### config.mk
export PLATFORM = sky130hd
export DESIGN_NAME = otss_top
export DESIGN_NICKNAME = d
export VERILOG_FILES = /design/src/otss_pkg.sv /design/src/otss_cond.sv /design/src/otss_sel.sv /design/src/otss_top.sv
export SDC_FILE = /design/constraint.sdc
export NUM_CORES = 1
export LEC_CHECK = 0
export ABC_AREA = 1
export BUFFER_PORTS_ARGS = -buffer_cell sky130_fd_sc_hd__buf_2
export CORE_MARGIN = 2
export CORE_UTILIZATION = 55
export DETAILED_ROUTE_END_ITERATION = 12
export PLACE_DENSITY = 0.87
export REMOVE_ABC_BUFFERS = 1
export SYNTH_ARGS = -nofsm -noshare
export SYNTH_HDL_FRONTEND = slang
export SYNTH_SLANG_ARGS = --single-unit
### constraint.sdc
create_clock -name sys_clk_i -period 1.9 [get_ports sys_clk_i]
set_input_delay 0.475 -clock sys_clk_i [delete_from_list [all_inputs] [get_ports sys_clk_i]]
set_output_delay 0.475 -clock sys_clk_i [all_outputs]
set_load 0.02 [all_outputs]
### src/otss_pkg.sv
// Package: constants for the output terminal status selector
// Operation
// - Code 23: on at zero frequency or stopped
// - Code 24: on when power-on time exceeds threshold
// - Code 30: on when enabled timer reaches setting
// - Code 31: on when analog input out of limits
// - Code 32: on while load loss detected
// - Code 33: on while running in reverse
// - Code 35: on when heatsink reaches threshold
// - Code 37: on at lower limit or stopped
// - Code 38: on at fault with continue-run handling
// - Code 40: on when run time exceeds threshold
// - Code 20: output follows host-written value
`default_nettype none
package otss_pkg;
   localparam int unsigned ADDR_W = 4;
   localparam int unsigned DATA_W = 32;
   localparam int unsigned FUNC_W = 6;
   // Register word offsets (byte address = 4 * index)
   localparam logic [ADDR_W-1:0] REG_FUNC     = 4'h0;
   localparam logic [ADDR_W-1:0] REG_CTRL     = 4'h1;
   localparam logic [ADDR_W-1:0] REG_PON_THR  = 4'h2;
   localparam logic [ADDR_W-1:0] REG_TMR_SET  = 4'h3;
   localparam logic [ADDR_W-1:0] REG_RUN_THR  = 4'h4;
   localparam logic [ADDR_W-1:0] REG_AIN_LIM  = 4'h5;
   localparam logic [ADDR_W-1:0] REG_TEMP_THR = 4'h6;
   localparam logic [ADDR_W-1:0] REG_STATUS   = 4'h7;
   localparam logic [ADDR_W-1:0] REG_IRQ_STS  = 4'h8;
   localparam logic [ADDR_W-1:0] REG_IRQ_EN   = 4'h9;
   localparam logic [ADDR_W-1:0] REG_IRQ_CLR  = 4'hA;
   // Control and analog limit fields
   localparam int unsigned CTRL_HOST_BIT  = 0;
   localparam int unsigned CTRL_TMREN_BIT = 1;
   localparam int unsigned AIN_LO_LSB     = 0;
   localparam int unsigned AIN_HI_LSB     = 16;
   // Status / irq fields
   localparam int unsigned STS_OUT_BIT    = 0;
   localparam int unsigned IRQ_RISE_BIT   = 0;
   localparam int unsigned IRQ_FALL_BIT   = 1;
   localparam int unsigned IRQ_W          = 2;
   // Reset values
   localparam logic [FUNC_W-1:0] FUNC_RST = 6'h00;
   localparam logic [31:0]       ZERO32   = 32'h0000_0000;
   // Function codes
   localparam logic [FUNC_W-1:0] FC_HOST      = 6'd20;
   localparam logic [FUNC_W-1:0] FC_ZERO_SPD  = 6'd23;
   localparam logic [FUNC_W-1:0] FC_PON_TIME  = 6'd24;
   localparam logic [FUNC_W-1:0] FC_TIMING    = 6'd30;
   localparam logic [FUNC_W-1:0] FC_AIN_LIM   = 6'd31;
   localparam logic [FUNC_W-1:0] FC_LOAD_LOSS = 6'd32;
   localparam logic [FUNC_W-1:0] FC_REVERSE   = 6'd33;
   localparam logic [FUNC_W-1:0] FC_MOD_TEMP  = 6'd35;
   localparam logic [FUNC_W-1:0] FC_LOW_LIM   = 6'd37;
   localparam logic [FUNC_W-1:0] FC_WARNING   = 6'd38;
   localparam logic [FUNC_W-1:0] FC_RUN_TIME  = 6'd40;
   // Bus slave states
   typedef enum logic [2:0] {
      OTSS_IDLE = 3'b001,
      OTSS_ACK  = 3'b010,
      OTSS_DONE = 3'b100
   } otss_bus_st_type;
endpackage
`default_nettype wire

### src/otss_cond.sv
// Condition evaluator: one ON flag per supported function code
`default_nettype none
module otss_cond
   import otss_pkg::*;
#(
   parameter int unsigned VAL_W = 16
)(
   // Clock and reset
   input  wire logic             sys_clk_i,
   input  wire logic             resetn_i,
   // Drive state
   input  wire logic [VAL_W-1:0] out_freq_i,
   input  wire logic [VAL_W-1:0] low_lim_freq_i,
   input  wire logic             running_i,
   input  wire logic             reverse_i,
   input  wire logic             load_loss_i,
   input  wire logic             fault_i,
   input  wire logic             fault_continue_i,
   input  wire logic [31:0]      pon_time_i,
   input  wire logic [31:0]      run_time_i,
   input  wire logic [VAL_W-1:0] analog_input_one_i,
   input  wire logic [VAL_W-1:0] heatsink_temp_i,
   // Settings
   input  wire logic [31:0]      pon_thr_i,
   input  wire logic [31:0]      tmr_set_i,
   input  wire logic             tmr_en_i,
   input  wire logic [31:0]      run_thr_i,
   input  wire logic [VAL_W-1:0] ain_lo_i,
   input  wire logic [VAL_W-1:0] ain_hi_i,
   input  wire logic [VAL_W-1:0] temp_thr_i,
   // Condition flags, bit index = function code
   output logic [63:0]           cond_o
);
   import otss_pkg::*;

   typedef struct packed {
      logic [63:0] cond;
   } otss_cond_st_type;

   otss_cond_st_type s_q;
   otss_cond_st_type s_d;

   always_comb
   begin
      s_d = '0;
      s_d.cond[FC_ZERO_SPD]  = (out_freq_i == '0) || !running_i;
      s_d.cond[FC_PON_TIME]  = pon_time_i > pon_thr_i;
      s_d.cond[FC_TIMING]    = tmr_en_i && (run_time_i >= tmr_set_i);
      s_d.cond[FC_AIN_LIM]   = (analog_input_one_i > ain_hi_i) ||
                               (analog_input_one_i < ain_lo_i);
      s_d.cond[FC_LOAD_LOSS] = load_loss_i;
      s_d.cond[FC_REVERSE]   = running_i && reverse_i;
      s_d.cond[FC_MOD_TEMP]  = heatsink_temp_i >= temp_thr_i;
      s_d.cond[FC_LOW_LIM]   = !running_i || (out_freq_i <= low_lim_freq_i);
      s_d.cond[FC_WARNING]   = fault_i && fault_continue_i;
      s_d.cond[FC_RUN_TIME]  = run_time_i > run_thr_i;
   end

   always_ff @(posedge sys_clk_i or negedge resetn_i)
   begin
      if (!resetn_i)
         s_q <= '0;
      else
         s_q <= s_d;
   end

   assign cond_o = s_q.cond;
endmodule
`default_nettype wire

### src/otss_sel.sv
// Function selector: picks one condition flag or the host value
`default_nettype none
module otss_sel
   import otss_pkg::*;
(
   // Clock and reset
   input  wire logic              sys_clk_i,
   input  wire logic              resetn_i,
   // Selection
   input  wire logic [FUNC_W-1:0] func_i,
   input  wire logic [63:0]       cond_i,
   input  wire logic              host_val_i,
   // Terminal
   output logic                   term_o
);
   import otss_pkg::*;

   typedef struct packed {
      logic term;
   } otss_sel_st_type;

   otss_sel_st_type s_q;
   otss_sel_st_type s_d;

   always_comb
   begin
      s_d.term = 1'b0;
      case (func_i)
         FC_HOST:      s_d.term = host_val_i;
         FC_ZERO_SPD,
         FC_PON_TIME,
         FC_TIMING,
         FC_AIN_LIM,
         FC_LOAD_LOSS,
         FC_REVERSE,
         FC_MOD_TEMP,
         FC_LOW_LIM,
         FC_WARNING,
         FC_RUN_TIME:  s_d.term = cond_i[func_i];
         default:      s_d.term = 1'b0;
      endcase
   end

   always_ff @(posedge sys_clk_i or negedge resetn_i)
   begin
      if (!resetn_i)
         s_q <= '0;
      else
         s_q <= s_d;
   end

   assign term_o = s_q.term;

   property p_reserved_off;
      @(posedge sys_clk_i) disable iff (!resetn_i)
      (func_i == 6'd21 || func_i == 6'd22 || func_i == 6'd39) |=> !term_o;
   endproperty
   a_reserved_off: assert property (p_reserved_off) else $error("reserved code set output");

   property p_host_follow;
      @(posedge sys_clk_i) disable iff (!resetn_i)
      (func_i == FC_HOST) |=> (term_o == $past(host_val_i));
   endproperty
   a_host_follow: assert property (p_host_follow) else $error("output not following host");
endmodule
`default_nettype wire

### src/otss_top.sv
// Top: register slave, interrupts and output terminal selection
//
// Chosen here: the Avalon-MM register port and the register addresses.
`default_nettype none
module otss_top
   import otss_pkg::*;
#(
   parameter int unsigned VAL_W = 16
)(
   // Clock and reset
   input  wire logic                    sys_clk_i,
   input  wire logic                    resetn_i,
   // Avalon-MM slave
   input  wire logic [otss_pkg::ADDR_W-1:0] avs_address_i,
   input  wire logic                    avs_read_i,
   input  wire logic                    avs_write_i,
   input  wire logic [31:0]             avs_writedata_i,
   input  wire logic [3:0]              avs_byteenable_i,
   output logic [31:0]                  avs_readdata_o,
   output logic                         avs_waitrequest_o,
   // Drive state
   input  wire logic [VAL_W-1:0]        out_freq_i,
   input  wire logic [VAL_W-1:0]        low_lim_freq_i,
   input  wire logic                    running_i,
   input  wire logic                    reverse_i,
   input  wire logic                    load_loss_i,
   input  wire logic                    fault_i,
   input  wire logic                    fault_continue_i,
   input  wire logic [31:0]             pon_time_i,
   input  wire logic [31:0]             run_time_i,
   input  wire logic [VAL_W-1:0]        analog_input_one_i,
   input  wire logic [VAL_W-1:0]        heatsink_temp_i,
   // Terminal and interrupt
   output logic                         term_o,
   output logic                         irq_o
);
   import otss_pkg::*;

   typedef struct packed {
      otss_bus_st_type   st;
      logic [31:0]       rdata;
      logic [FUNC_W-1:0] func;
      logic              host_val;
      logic              tmr_en;
      logic [31:0]       pon_thr;
      logic [31:0]       tmr_set;
      logic [31:0]       run_thr;
      logic [VAL_W-1:0]  ain_lo;
      logic [VAL_W-1:0]  ain_hi;
      logic [VAL_W-1:0]  temp_thr;
      logic [IRQ_W-1:0]  irq_sts;
      logic [IRQ_W-1:0]  irq_en;
      logic              term_prev;
   } otss_top_st_type;

   otss_top_st_type s_q;
   otss_top_st_type s_d;
   logic [63:0]     cond;
   logic            term;

   ////////////////////////////////////////////////////////////////////////////
   // Condition and selector
   otss_cond #(.VAL_W(VAL_W)) u_cond (
      .sys_clk_i          (sys_clk_i),
      .resetn_i           (resetn_i),
      .out_freq_i         (out_freq_i),
      .low_lim_freq_i     (low_lim_freq_i),
      .running_i          (running_i),
      .reverse_i          (reverse_i),
      .load_loss_i        (load_loss_i),
      .fault_i            (fault_i),
      .fault_continue_i   (fault_continue_i),
      .pon_time_i         (pon_time_i),
      .run_time_i         (run_time_i),
      .analog_input_one_i (analog_input_one_i),
      .heatsink_temp_i    (heatsink_temp_i),
      .pon_thr_i          (s_q.pon_thr),
      .tmr_set_i          (s_q.tmr_set),
      .tmr_en_i           (s_q.tmr_en),
      .run_thr_i          (s_q.run_thr),
      .ain_lo_i           (s_q.ain_lo),
      .ain_hi_i           (s_q.ain_hi),
      .temp_thr_i         (s_q.temp_thr),
      .cond_o             (cond)
   );

   otss_sel u_sel (
      .sys_clk_i  (sys_clk_i),
      .resetn_i   (resetn_i),
      .func_i     (s_q.func),
      .cond_i     (cond),
      .host_val_i (s_q.host_val),
      .term_o     (term)
   );

   ////////////////////////////////////////////////////////////////////////////
   // Register slave and interrupt logic
   always_comb
   begin
      logic [31:0]      wd;
      logic [IRQ_W-1:0] ev;
      logic [IRQ_W-1:0] clr;
      wd  = avs_writedata_i;
      s_d = s_q;
      clr = '0;
      ev  = '0;
      s_d.term_prev = term;
      ev[IRQ_RISE_BIT] = term && !s_q.term_prev;
      ev[IRQ_FALL_BIT] = !term && s_q.term_prev;
      case (s_q.st)
         OTSS_IDLE:
         begin
            if (avs_read_i || avs_write_i)
               s_d.st = OTSS_ACK;
            // Read word is captured here so it leaves a flip-flop in ACK
            if (avs_read_i)
            begin
               s_d.rdata = '0;
               if (avs_address_i == REG_FUNC)
                  s_d.rdata[FUNC_W-1:0] = s_q.func;
               else if (avs_address_i == REG_CTRL)
               begin
                  s_d.rdata[CTRL_HOST_BIT]  = s_q.host_val;
                  s_d.rdata[CTRL_TMREN_BIT] = s_q.tmr_en;
               end
               else if (avs_address_i == REG_PON_THR)
                  s_d.rdata = s_q.pon_thr;
               else if (avs_address_i == REG_TMR_SET)
                  s_d.rdata = s_q.tmr_set;
               else if (avs_address_i == REG_RUN_THR)
                  s_d.rdata = s_q.run_thr;
               else if (avs_address_i == REG_AIN_LIM)
               begin
                  s_d.rdata[AIN_LO_LSB +: VAL_W] = s_q.ain_lo;
                  s_d.rdata[AIN_HI_LSB +: VAL_W] = s_q.ain_hi;
               end
               else if (avs_address_i == REG_TEMP_THR)
                  s_d.rdata[VAL_W-1:0] = s_q.temp_thr;
               else if (avs_address_i == REG_STATUS)
                  s_d.rdata[STS_OUT_BIT] = term;
               else if (avs_address_i == REG_IRQ_STS)
                  s_d.rdata[IRQ_W-1:0] = s_q.irq_sts;
               else if (avs_address_i == REG_IRQ_EN)
                  s_d.rdata[IRQ_W-1:0] = s_q.irq_en;
            end
         end
         OTSS_ACK:
         begin
            s_d.st    = OTSS_DONE;
            s_d.rdata = '0;
            if (avs_write_i)
            begin
               if (avs_address_i == REG_FUNC)
                  s_d.func = wd[FUNC_W-1:0];
               else if (avs_address_i == REG_CTRL)
               begin
                  s_d.host_val = wd[CTRL_HOST_BIT];
                  s_d.tmr_en   = wd[CTRL_TMREN_BIT];
               end
               else if (avs_address_i == REG_PON_THR)
                  s_d.pon_thr = wd;
               else if (avs_address_i == REG_TMR_SET)
                  s_d.tmr_set = wd;
               else if (avs_address_i == REG_RUN_THR)
                  s_d.run_thr = wd;
               else if (avs_address_i == REG_AIN_LIM)
               begin
                  s_d.ain_lo = wd[AIN_LO_LSB +: VAL_W];
                  s_d.ain_hi = wd[AIN_HI_LSB +: VAL_W];
               end
               else if (avs_address_i == REG_TEMP_THR)
                  s_d.temp_thr = wd[VAL_W-1:0];
               else if (avs_address_i == REG_IRQ_EN)
                  s_d.irq_en = wd[IRQ_W-1:0];
               else if (avs_address_i == REG_IRQ_CLR)
                  clr = wd[IRQ_W-1:0];
            end
         end
         OTSS_DONE:
            s_d.st = OTSS_IDLE;
         default:
            s_d.st = OTSS_IDLE;
      endcase
      // Set wins over clear
      s_d.irq_sts = (s_q.irq_sts & ~clr) | ev;
   end

   always_ff @(posedge sys_clk_i or negedge resetn_i)
   begin
      if (!resetn_i)
      begin
         s_q          <= '0;
         s_q.st       <= OTSS_IDLE;
         s_q.func     <= FUNC_RST;
         s_q.pon_thr  <= ZERO32;
         s_q.tmr_set  <= ZERO32;
         s_q.run_thr  <= ZERO32;
      end
      else
         s_q <= s_d;
   end

   // Answer in ACK state; read word already stands in its register
   assign avs_waitrequest_o = (s_q.st != OTSS_ACK);
   assign avs_readdata_o    = s_q.rdata;
   assign term_o            = term;
   assign irq_o             = |(s_q.irq_sts & s_q.irq_en);

   ////////////////////////////////////////////////////////////////////////////
   // Checks
   property p_zero_spd;
      @(posedge sys_clk_i) disable iff (!resetn_i)
      (s_q.func == FC_ZERO_SPD && !running_i) ##1 (s_q.func == FC_ZERO_SPD) |=> term_o;
   endproperty
   a_zero_spd: assert property (p_zero_spd) else $error("zero speed not on when stopped");

   property p_pon;
      @(posedge sys_clk_i) disable iff (!resetn_i)
      (s_q.func == FC_PON_TIME && pon_time_i > s_q.pon_thr) ##1 (s_q.func == FC_PON_TIME)
      |=> term_o;
   endproperty
   a_pon: assert property (p_pon) else $error("power-on time output missing");

   property p_timing;
      @(posedge sys_clk_i) disable iff (!resetn_i)
      (s_q.func == FC_TIMING && !s_q.tmr_en) ##1 (s_q.func == FC_TIMING && !s_q.tmr_en)
      |=> !term_o;
   endproperty
   a_timing: assert property (p_timing) else $error("timing output while disabled");

   property p_ain;
      @(posedge sys_clk_i) disable iff (!resetn_i)
      (s_q.func == FC_AIN_LIM && analog_input_one_i > s_q.ain_hi)
      ##1 (s_q.func == FC_AIN_LIM) |=> term_o;
   endproperty
   a_ain: assert property (p_ain) else $error("analog limit output missing");

   property p_load;
      @(posedge sys_clk_i) disable iff (!resetn_i)
      (s_q.func == FC_LOAD_LOSS)[*3] |-> (term_o == $past(load_loss_i, 2));
   endproperty
   a_load: assert property (p_load) else $error("load loss output wrong");

   property p_rev;
      @(posedge sys_clk_i) disable iff (!resetn_i)
      (s_q.func == FC_REVERSE)[*3] |-> (term_o == $past(running_i && reverse_i, 2));
   endproperty
   a_rev: assert property (p_rev) else $error("reverse output wrong");

   property p_temp;
      @(posedge sys_clk_i) disable iff (!resetn_i)
      (s_q.func == FC_MOD_TEMP)[*3] |-> (term_o == $past(heatsink_temp_i >= s_q.temp_thr, 2));
   endproperty
   a_temp: assert property (p_temp) else $error("temperature output wrong");

   property p_warn;
      @(posedge sys_clk_i) disable iff (!resetn_i)
      (s_q.func == FC_WARNING)[*3] |-> (term_o == $past(fault_i && fault_continue_i, 2));
   endproperty
   a_warn: assert property (p_warn) else $error("warning output wrong");

   property p_low_lim;
      @(posedge sys_clk_i) disable iff (!resetn_i)
      (s_q.func == FC_LOW_LIM && !running_i) ##1 (s_q.func == FC_LOW_LIM)
      |=> term_o;
   endproperty
   a_low_lim: assert property (p_low_lim) else $error("lower limit output missing");

   property p_run_time;
      @(posedge sys_clk_i) disable iff (!resetn_i)
      (s_q.func == FC_RUN_TIME && run_time_i > s_q.run_thr) ##1 (s_q.func == FC_RUN_TIME)
      |=> term_o;
   endproperty
   a_run_time: assert property (p_run_time) else $error("run time output missing");

   property p_timing_on;
      @(posedge sys_clk_i) disable iff (!resetn_i)
      (s_q.func == FC_TIMING && s_q.tmr_en && run_time_i >= s_q.tmr_set)
      ##1 (s_q.func == FC_TIMING) |=> term_o;
   endproperty
   a_timing_on: assert property (p_timing_on) else $error("timer output missing");

   property p_ctrl_wr;
      @(posedge sys_clk_i) disable iff (!resetn_i)
      (s_q.st == OTSS_ACK && avs_write_i && avs_address_i == REG_CTRL)
      |=> (s_q.host_val == $past(avs_writedata_i[CTRL_HOST_BIT]));
   endproperty
   a_ctrl_wr: assert property (p_ctrl_wr) else $error("host value not stored");

   // Bus and interrupt checks
   property p_bus_answer;
      @(posedge sys_clk_i) disable iff (!resetn_i)
      (s_q.st == OTSS_IDLE && (avs_read_i || avs_write_i))
      |=> !avs_waitrequest_o;
   endproperty
   a_bus_answer: assert property (p_bus_answer) else $error("request not answered");

   property p_bus_stand;
      @(posedge sys_clk_i) disable iff (!resetn_i)
      !avs_waitrequest_o
      |=> avs_waitrequest_o;
   endproperty
   a_bus_stand: assert property (p_bus_stand) else $error("waitrequest low too long");

   property p_rdata_zero;
      @(posedge sys_clk_i) disable iff (!resetn_i)
      avs_waitrequest_o
      |-> (avs_readdata_o == '0);
   endproperty
   a_rdata_zero: assert property (p_rdata_zero) else $error("read data not zero when idle");

   property p_rd_status;
      @(posedge sys_clk_i) disable iff (!resetn_i)
      (s_q.st == OTSS_IDLE && avs_read_i && avs_address_i == REG_STATUS)
      |=> (avs_readdata_o[STS_OUT_BIT] == $past(term));
   endproperty
   a_rd_status: assert property (p_rd_status) else $error("status read wrong");

   property p_wr_func;
      @(posedge sys_clk_i) disable iff (!resetn_i)
      (s_q.st == OTSS_ACK && avs_write_i && avs_address_i == REG_FUNC)
      |=> (s_q.func == $past(avs_writedata_i[FUNC_W-1:0]));
   endproperty
   a_wr_func: assert property (p_wr_func) else $error("function code not stored");

   property p_irq_rise;
      @(posedge sys_clk_i) disable iff (!resetn_i)
      (term && !s_q.term_prev)
      |=> s_q.irq_sts[IRQ_RISE_BIT];
   endproperty
   a_irq_rise: assert property (p_irq_rise) else $error("rising event not latched");

   property p_irq_fall;
      @(posedge sys_clk_i) disable iff (!resetn_i)
      (!term && s_q.term_prev)
      |=> s_q.irq_sts[IRQ_FALL_BIT];
   endproperty
   a_irq_fall: assert property (p_irq_fall) else $error("falling event not latched");

   property p_irq_clr;
      @(posedge sys_clk_i) disable iff (!resetn_i)
      (s_q.st == OTSS_ACK && avs_write_i && avs_address_i == REG_IRQ_CLR
       && avs_writedata_i[IRQ_RISE_BIT] && !(term && !s_q.term_prev))
      |=> !s_q.irq_sts[IRQ_RISE_BIT];
   endproperty
   a_irq_clr: assert property (p_irq_clr) else $error("rising event not cleared");
endmodule
`default_nettype wire

### Yosys cells after proc, flatten, opt, wreduce, memory -nomap -nowiden

Index checks and enable logic that the tools add are counted.

| word-level totals | value |
|---|---|
| register bits after elaboration | 203 |
| output and inout bits | 35 |

| cells by class | value |
|---|---|
| magnitude comparators | 8 |
| eq/ne operators | 26 |
| mux-type cells | 33 |
| bitwise logic cells | 11 |
| reduce and logical (&&, ||, !) cells | 26 |

Operators by type and width:

| cell | number |
|---|---|
| $mux 32 | 4 |
| $gt 32x32->1 | 2 |
| $pmux 32 s2 | 1 |
| $eq 6x6->1 const B | 6 |
| $ge 32x32->1 | 1 |
| $mux 16 | 2 |
| $eq 6x5->1 const B | 5 |
| $mux 2 | 15 |
| $mux 30 | 1 |
| $mux 26 | 1 |
| $eq 4x3->1 const B | 4 |
| $ge 16x16->1 | 1 |
| $gt 16x16->1 | 1 |
| $le 16x16->1 | 1 |
| $logic_not 16->1 | 1 |
| $lt 16x16->1 | 1 |
| $mux 14 | 1 |
| $eq 4x4->1 const B | 3 |
| $reduce_and 10->1 | 1 |
| $reduce_or 10->1 | 1 |
| $reduce_and 9->1 | 1 |
| $eq 4x2->1 const B | 2 |
| $reduce_and 8->1 | 1 |
| $lt 6x7->1 const B | 1 |
| 27 further kinds | 46 |

### Logic depth before layout (Yosys ltp)

Gate-level depths: netlist of run 1.

| logic depth | value |
|---|---|
| depth after elaboration | 15 |
| mapped depth | 15 |
| depth with buffers taken out | 15 |

### By module

A second synthesis of run 1 with hierarchy kept.

| second synthesis, totals | value |
|---|---|
| cell total of the unflattened synthesis | 1941 |
| area total of the unflattened synthesis | 14277.4 um2 |

By module, submodules not included:

| module | instances | cells an instance | area each (um2) | sequential area each (um2) |
|---|---|---|---|---|
| otss_top | 1 | 999 | 8508.2 | 4805.9 |
| otss_cond | 1 | 722 | 4852.2 | 250.2 |
| otss_sel | 1 | 220 | 917.1 | 25.0 |

### Worst setup path before layout of run 1

OpenSTA, ideal clock, no wires.

| timing | value |
|---|---|
| path kind | input-to-reg |
| start point | input low_lim_freq_i[15] |
| end point | register u_cond.s_q (netlist bit u_cond.cond_o[37]) |
| arrival | 1450 ps |
| required time | 1766 ps |
| slack | 317 ps |
| cell stages on the path | 6 |
| buffers on the path | 0 |
| cells stage by stage | inv_1 ha_1 nand2_1 or3_1 o21ai_0 o211ai_1 |

RTL lines:

| item | line | RTL |
|---|---|---|
| start, declared | otss_top.sv:23 | `input wire logic [VAL_W-1:0] low_lim_freq_i,` |
| end signal, assigned | otss_cond.sv:62 | `s_q <= '0;` |
| end signal, assigned | otss_cond.sv:64 | `s_q <= s_d;` |
| end, declared | otss_cond.sv:40 | `otss_cond_st_type s_q;` |

### Worst setup path in the final report of run 1

| timing | value |
|---|---|
| start point | register s_q[189] (netlist bit) |
| end point | output avs_waitrequest_o |

| between the ends | value |
|---|---|
| word-level cells in the longest chain between the ends | 1 |

Ends and longest elaborated chain:

| item | line | RTL |
|---|---|---|
| start, declared | otss_top.sv:56 | `otss_top_st_type s_q;` |
| $ne 3x2->1 | otss_top.sv:204 | `assign avs_waitrequest_o = (s_q.st != OTSS_ACK);` |
| end, declared | otss_top.sv:20 | `output logic avs_waitrequest_o,` |

No other way between the ends.

==> key figures, run 1 <==
Route
  • TritonRoute pass-1 iters: 8
  • Antenna Nets Post-Route: 0
  • Routed Wire Length: ~36000 um
  • Metal1 wirelength: between 10000 and 15000 um
  • Met3 wire length: 3100 um
  • Via count: about 12000
  • Initial DRC count: around 1100
  • Wire per inst: roughly 17 um
  • DRC viols: 0
  • Met2 WL post-DR: ~17000 um
  • Top Metal Used: met4
  • Vias per cell: 5.54

Floorplan
  • Initial core utilization: a little under three fifths
  • Die H: between 150 and 200 um
  • Core ar.: 23300 um^2
  • # rows: 56
  • Horiz. Die Dim: 157 um
  • I/O pin cnt: 212
  • Area of the die: ~25000 um^2

Timing
  • Slew HR: between 50% and 60%
  • Slew Viols, Final: 0
  • RSZ-0062 raised after global routing: false
  • Final setup TNS: 0 ns
  • Worst hold slack: ~0.085 ns
  • Final worst setup slack: between 0.06 and 0.07 ns
  • Final Setup Violations: 0
  • Max frequency: roughly 540 MHz
  • Final period utilization: a little over nine tenths
  • Tmin final: approximately 1.8 ns
  • Worst Tran Pin Value: 0.688 ns
  • Final Skew: between 0.01 and 0.015 ns
  • Final Hold Vio Count: 0

Job
  • Max Cap Viol: 0

Synthesis
  • Synth top area share: 39.2%
  • Synth Area in Simple Gates: 17.3%
  • Synth unique cells: 42
  • Syn Inst Count: between 1500 and 2000
  • Ys Warns: 0
  • Main combinational cell family by area after synthesis: simple AND/OR/NAND/NOR gates
  • Register area share after synthesis: between 30 and 40%
  • Share of flip-flops with an asynchronous set or reset: 100%
  • Syn Area/Cell: 7.95 um^2
  • Post-synth design cell area: about 13000 um^2
  • Number of synthesized flops with an enable pin: 0
  • Ranking of synthesized cells by area: dfrtp_1, ha_1, nand2_1
  • Compound-gate portion of the synthesized area: 16.6%
  • Post-synth top flop: dfrtp_1
  • Multiplexer share of the synthesized area: 0%
  • Area leader, netlist: dfrtp_1
  • Post-Synth XOR/XNOR Area: 0%
  • FF+latch count, synth: about 200
  • Post-Synth Adder-Cell Area: 15.4%

Run status
  • Status: completed

Global routing
  • Largest net degree at the start of global routing: 65
  • Vias in the first global route: between 10000 and 15000
  • Initial antenna violation count: 1
  • First-pass GRT wire length: 57600 um
  • Global Route Usage Sum: 29.6%
  • Grt ovf: 0

Clock tree
  • CTS clock-pin slew for the worst setup and hold paths: approximately 0.07 ns
  • Worst-Skew Late Latency: between 0.5 and 0.6 ns
  • Num CTS Buffers: 21
  • Htree depth: 1
  • CTS Sinks: between 200 and 250
  • CTS tree: yes
  • CTS Root Cell: clkbuf_16
  • Clk buf depth: 3

Placement
  • Global placer's final weighted congestion: around 0.94
  • Port Buffers: just over 200
  • HPWL Detailed: roughly 28000 um
  • Dpl ws: -0.0698 ns

Worst setup path
  • CP Data Required Time: 1.42 ns
  • Crit path launch type: flip-flop
  • Reg-to-Reg Start: s_q[189]
  • Crit. End Element: primary output
  • Crit Path Class: reg -> out
  • CP Max Fanout: 2
  • R2R Setup Slk: 0.09 ns
  • Reg2reg path depth: 6
  • WP data arrival: between 1 and 1.5 ns
  • Critical R2R Capture: avs_readdata_o[14]

Cells and area
  • Fillers: 1885
  • Footprint of the multi-input gates: 6360 um^2
  • Reg area: a little over 5000 um^2
  • P&R area growth vs syn: 18.0%
  • Layout Utilization: 65.4%
  • Layout cells sized above 1: between 10% and 20%
  • Final nets: 2160

Power
  • PwrDens: roughly 1000 nW/um^2
  • Overall power: around 0.016 W
  • Peak supply drop: 0.763 mV
  • LEAKAGE: between 7 and 8 nW

Hold path
  • Worst Hold Launch: load_loss_i
  • Hold Crit Class: in -> reg
  • Worst hold path depth: 1
  • Hold Path End: u_cond.cond_o[32]
[sequential cells by signal, summed over array words and instances (netlist names)]
| signal | cells |
|---|---|
| s_q | 160 |
| avs_readdata_o | 32 |
| u_cond.cond_o | 10 |
| u_sel.term_o | 1 |
[what timing repair did]
item                       4_1_cts  5_1_grt
setup endpoints to repair        1        2
gates resized for setup          3        3
hold endpoints to repair        43        0
buffers inserted                 2        0
pin swaps                        1        1
hold buffers                     1        0
[cells in the mapped netlist (all sizes together) (3+ instances only)]
cell,number
a21oi,99
o221ai,22
nand2,404
o21ai,219
dfrtp,202
o211ai,3
ha,159
clkbuf,13
nand4,16
nor4,7
buf,66
nor3,11
a21o,4
inv,255
o22ai,28
nand3,30
nor2,62
o21a,5
[stage by stage]
step                instance area, um^2  cells
global placement                  14400   2117
finish                            15200   2158
global route                      15200   2158
detailed placement                14400   2117
CTS                               15200   2157
floorplan                         12400   1541
[cells in the final DEF (no fill, tap or decap), types with 3 or more instances in the layout]
cell,count
o21ai_1,147
o21ai_0,70
inv_2,10
o221ai_1,22
clkbuf_8,6
o211ai_1,3
a21oi_1,99
nand2_2,5
nor3_1,10
a21o_1,4
nor2_1,54
o21a_1,5
buf_4,34
bufinv_16,3
clkbuf_1,5
clkbuf_16,21
buf_12,17
buf_2,205
nor2_4,4
nand2_1,396
nor4_1,7
nand2_4,3
dfrtp_1,202
inv_1,245
nand3_1,29
ha_1,159
nand4_1,14
nor2_2,4
o22ai_1,28
[kinds of logic after synthesis]
| kind of cell | count (synthesis) |
|---|---|
| adder cells (fa/ha/maj) | 159 |
| AO/OA/AOI/OAI | 390 |
| flip-flops | 203 |
| AND/OR/NAND/NOR | 533 |
| buffers and inverters | 335 |
[critical path: stages (launching register included)]
cell and delay, ns:
dfstp_2 0.38, nor3_4 0.21, buf_6 0.13, inv_2 0.03, buf_6 0.11
[where the power goes]
group          leakage (nW)  total, W  internal (W)  switching [W]
registers              2.74   0.00612       0.00538       0.000735
logic                  4.65   0.00530       0.00208        0.00323
clock network         0.358   0.00438       0.00265        0.00173
total                  7.75    0.0158        0.0101        0.00569
[layer usage]
layer | vias up | global-route usage, %
met3 | 107 | 4.30
met1 | 5551 | 38.9
met5 | - | 0
li1 | 5732 | -
met4 | 0 | 12.9
met2 | 559 | 49.1
[final cells by class]
type                    count  area share (%)
flip-flops and latches    203            33.4
clock inverters             6           0.757
multi-input cells        1082            41.8
clock buffers              31            4.03
diodes                      1          0.0165
well taps                 319            2.62
inverters                 256            6.35
repair buffers            260            11.0
[worst max path at each step]
stage	startpoint	to	slack [ns]	cells past startpoint
6_report	s_q[189]	avs_waitrequest_o	0.06	4
5_1_grt	s_q[190]	avs_waitrequest_o	0.01	5
4_1_cts	s_q[190]	avs_waitrequest_o	0.003	5
3_5_place_dp	run_time_i[19]	u_cond.cond_o[30]	-0.07	12
3_3_place_gp	run_time_i[19]	u_cond.cond_o[30]	-0.02	10
2_1_floorplan	avs_address_i[3]	s_q[117]	-0.33	6
Note: power is estimated with default switching activity, not from simulation.
==> run 2: changes to the inputs <==
--- a/config.mk
+++ b/config.mk
@@ -10,8 +10,9 @@
 export CORE_MARGIN = 2
 export CORE_UTILIZATION = 55
 export DETAILED_ROUTE_END_ITERATION = 12
-export PLACE_DENSITY = 0.87
+export PLACE_DENSITY = 0.86
 export REMOVE_ABC_BUFFERS = 1
 export SYNTH_ARGS = -nofsm -noshare
 export SYNTH_HDL_FRONTEND = slang
+export SYNTH_HIERARCHICAL = 1
 export SYNTH_SLANG_ARGS = --single-unit
==> run 2 against run 1 <==
Global-route usage is 0.31 points lower; highest routed layer unchanged; synthesized cell count is 20% higher; clock skew is 0.0022 ns higher; cell area is 8.0% higher; via count is 12% higher; clock power is 8.7% higher; hold slack worse by 0.023 ns; combinational power is 7.4% higher.
==> key figures, run 2 <==
Synthesis
  • Synth cell count leaders: nand2_1, inv_1, dfrtp_1
  • Post-synth top flop: dfrtp_1
  • Synth top area share: 35.4% (-3.8 points)
  • Ranking of synthesized cells by area: dfrtp_1, nand2_1, ha_1
  • Most frequent cell after synthesis: nand2_1
  • FF+latch count, synth: 203 (unchanged)
  • Register area share after synthesis: 35.6% (-3.8 points)
  • Ys Warns: 6 (+6)
  • Syn Area/Cell: 7.36 um^2 (-7.5%)
  • Share of flip-flops with an asynchronous set or reset: 100% (unchanged)
  • Post-synth design cell area: 14300 um^2 (+11%)
  • Synth unique cells: 46 (+9.5%)
  • Syn Inst Count: 1941 (+20%)
  • Area leader, netlist: dfrtp_1
  • Number of synthesized flops with an enable pin: 0 (unchanged)

Cells and area
  • P&R area growth vs syn: 15.1%
  • Final Cell Area: 16400 um^2 (+8.0%)
  • Most frequent cells in the layout: nand2_1, inv_1, buf_2, dfrtp_1, ha_1
  • Final nets: 2472 (+14%)
  • ANT cells: 0 (-1)
  • Layout Utilization: 64.9% (-0.51 points)
  • Layout cells sized above 1: 15.8% (-1.9 points)
  • Biggest register: s_q
  • Max reg flops: 160 (unchanged)
  • Commonest non-fill, non-tap cell in the layout: nand2_1

Job
  • Max Cap Viol: 0 (unchanged)

Global routing
  • Initial antenna violation count: 0 (-1)
  • Grt ovf: 0 (unchanged)
  • Global Route Usage Sum: 29.3% (-0.31 points)
  • First-pass GRT wire length: 63200 um (+9.7%)
  • Largest net degree at the start of global routing: 65 (unchanged)
  • Vias in the first global route: 12900 (+11%)

Placement
  • HPWL Detailed: 29600 um (+6.1%)
  • Dpl ws: -0.120 ns (-0.0498 ns)
  • Global placer's final weighted congestion: 0.919 (-2.5%)
  • DP Area: 15600 um^2 (+8.0%)
  • Port Buffers: 207 (unchanged)

Clock tree
  • Htree depth: 1 (unchanged)
  • CTS Sinks: 203 (unchanged)
  • CTS Root Cell: clkbuf_16
  • CTS clock-pin slew for the worst setup and hold paths: 0.06 ns (about the same)
  • Clk buf depth: 3 (unchanged)
  • Num CTS Buffers: 23 (+9.5%)
  • Worst-Skew Late Latency: 0.52 ns (about the same)
  • CTS tree: yes

Route
  • Initial DRC count: 1284 (+22%)
  • Via count: 13400 (+12%)
  • TritonRoute pass-1 iters: 7 (-1)
  • DRC viols: 0 (unchanged)
  • Wire per inst: 15.9 um (-5.4%)
  • Routed Wire Length: 39500 um (+8.8%)
  • Antenna Nets Post-Route: 0 (unchanged)
  • Vias per cell: 5.38 (-2.8%)

Timing
  • Worst Tran Pin Value: 0.553 ns (-0.134 ns)
  • Final worst setup slack: 0.0382 ns (-0.0219 ns)
  • Final period utilization: 98.0% (+1.2 points)
  • Final setup TNS: 0 ns (unchanged)
  • Final Hold Vio Count: 0 (unchanged)
  • Final Setup Violations: 0 (unchanged)
  • Max frequency: 537 MHz (-1.2%)
  • Slew Viols, Final: 0 (unchanged)
  • Tmin final: 1.86 ns (+0.0219 ns)
  • Final Skew: 0.0130 ns (+0.00222 ns)
  • RSZ-0062 raised after global routing: false
  • Slew HR: 63.1% (+9.0 points)

Floorplan
  • # rows: 58 (+3.6%)
  • Area of the die: 27300 um^2 (+11%)
  • Initial core utilization: 56.4% (+0.98 points)
  • Die H: 165 um (+5.1%)
  • I/O pin cnt: 212 (unchanged)
  • Horiz. Die Dim: 165 um (+5.1%)
  • Core ar.: 25300 um^2 (+8.9%)

Worst setup path
  • Crit-path cells: nor3_4 -> inv_2 -> buf_2
  • Slowest CP cell: dfstp_2
  • Crit path launch type: flip-flop
  • CP peak stage delay: 0.56 ns (+0.18 ns)
  • CP Max Fanout: 2 (unchanged)
  • Crit. End Element: primary output
  • CP Data Required Time: 1.42 ns (about the same)
  • WP data arrival: 1.39 ns (+0.03 ns)
  • R2R Setup Slk: 0.14 ns (+0.05 ns)
  • Crit Path Class: reg -> out

Power
  • Peak supply drop: 0.854 mV (+12%)
  • LEAKAGE: 8.76 nW (+13%)
  • PwrDens: 1020 nW/um^2 (-2.2%)
  • Overall power: 0.0167 W (+5.6%)

Run status
  • Status: completed

Hold path
  • Hold Crit Class: in -> reg
-- run 2: cell types whose count changed after synthesis, sizes merged, moves of 20 or more --
cell    delta
buf       +56
o221ai    -22
nand2    +245
o21ai     -20
o22ai     -25
nor2      +25
nand3     +22
-- run 2: repair_timing --
item | in CTS | in global routing
setup endpoints to repair | 1 | 2
pin swaps | 1 | 2
hold endpoints to repair | 41 | 0
hold buffers | 1 | 0
resized for setup | 0 | 4
buffers inserted | 1 | 0
-- run 2: layer usage --
layer / wire [um] / vias up / share of wire, % / global-route usage, %
met5: 0 / - / 0 / 0
met3: 3180 / 114 / 8.0 / 4.67
met1: 16200 / 6193 / 41 / 38.0
met4: 1550 / 0 / 3.9 / 11.3
li1: - / 6478 / - / -
met2: 18600 / 573 / 47 / 49.4
-- run 2: cell families (layout without fill, tap and decap cells) --
| logic type | Yosys count | in the layout | share of synthesized area [%] |
|---|---|---|---|
| other cells | 1 | 54 | 0.0263 |
| fa+ha+maj | 159 | 159 | 13.9 |
| compound gates | 343 | 343 | 12.9 |
| flops | 203 | 203 | 35.6 |
| buf+inv | 394 | 551 | 13.2 |
| simple gates | 841 | 841 | 24.4 |
-- run 2: area by class of cell --
cell class                 instances  area [um^2]
clock buffer                      28          604
timing repair buffer             262         1680
tap                              330          413
inverter                         249          937
multi-input combinational       1397         7520
fill                            2099         8900
clock inverter                    12          194
sequential                       203         5080
-- run 2: through the flow --
stage / cells / hold slack [ns]
floorplan: 1849 / 0.179
global placement: 2439 / 0.398
detailed placement: 2439 / 0.395
CTS: 2481 / 0.0596
global route: 2481 / 0.0539
finish: 2481 / 0.0626
-- run 2: worst paths after layout --
check | end | cells after the start | startpoint
max in group asynchronous | avs_readdata_o[0] | 3 | resetn_i
max | avs_waitrequest_o | 3 | s_q[189]
max reg2reg | u_cond/cond_o[30] | 9 | s_q[116]
min | u_cond/cond_o[32] | 1 | load_loss_i
min in group asynchronous | s_q[82] | 2 | resetn_i
min reg2reg | s_q[0] | 0 | u_sel/term_o
-- run 2: worst max-delay path, delay by kind of cell, from the launching register on --
family / cells / cell delay (ns)
flip-flops: 1 / 0.56
buffers and inverters: 2 / 0.27
AND/OR/NAND/NOR: 1 / 0.05
-- run 2: where the power goes --
group | internal, W | switching [W]
Clock | 0.00294 | 0.00182
Combinational | 0.00220 | 0.00349
Sequential | 0.00537 | 0.000879
Total | 0.0105 | 0.00618
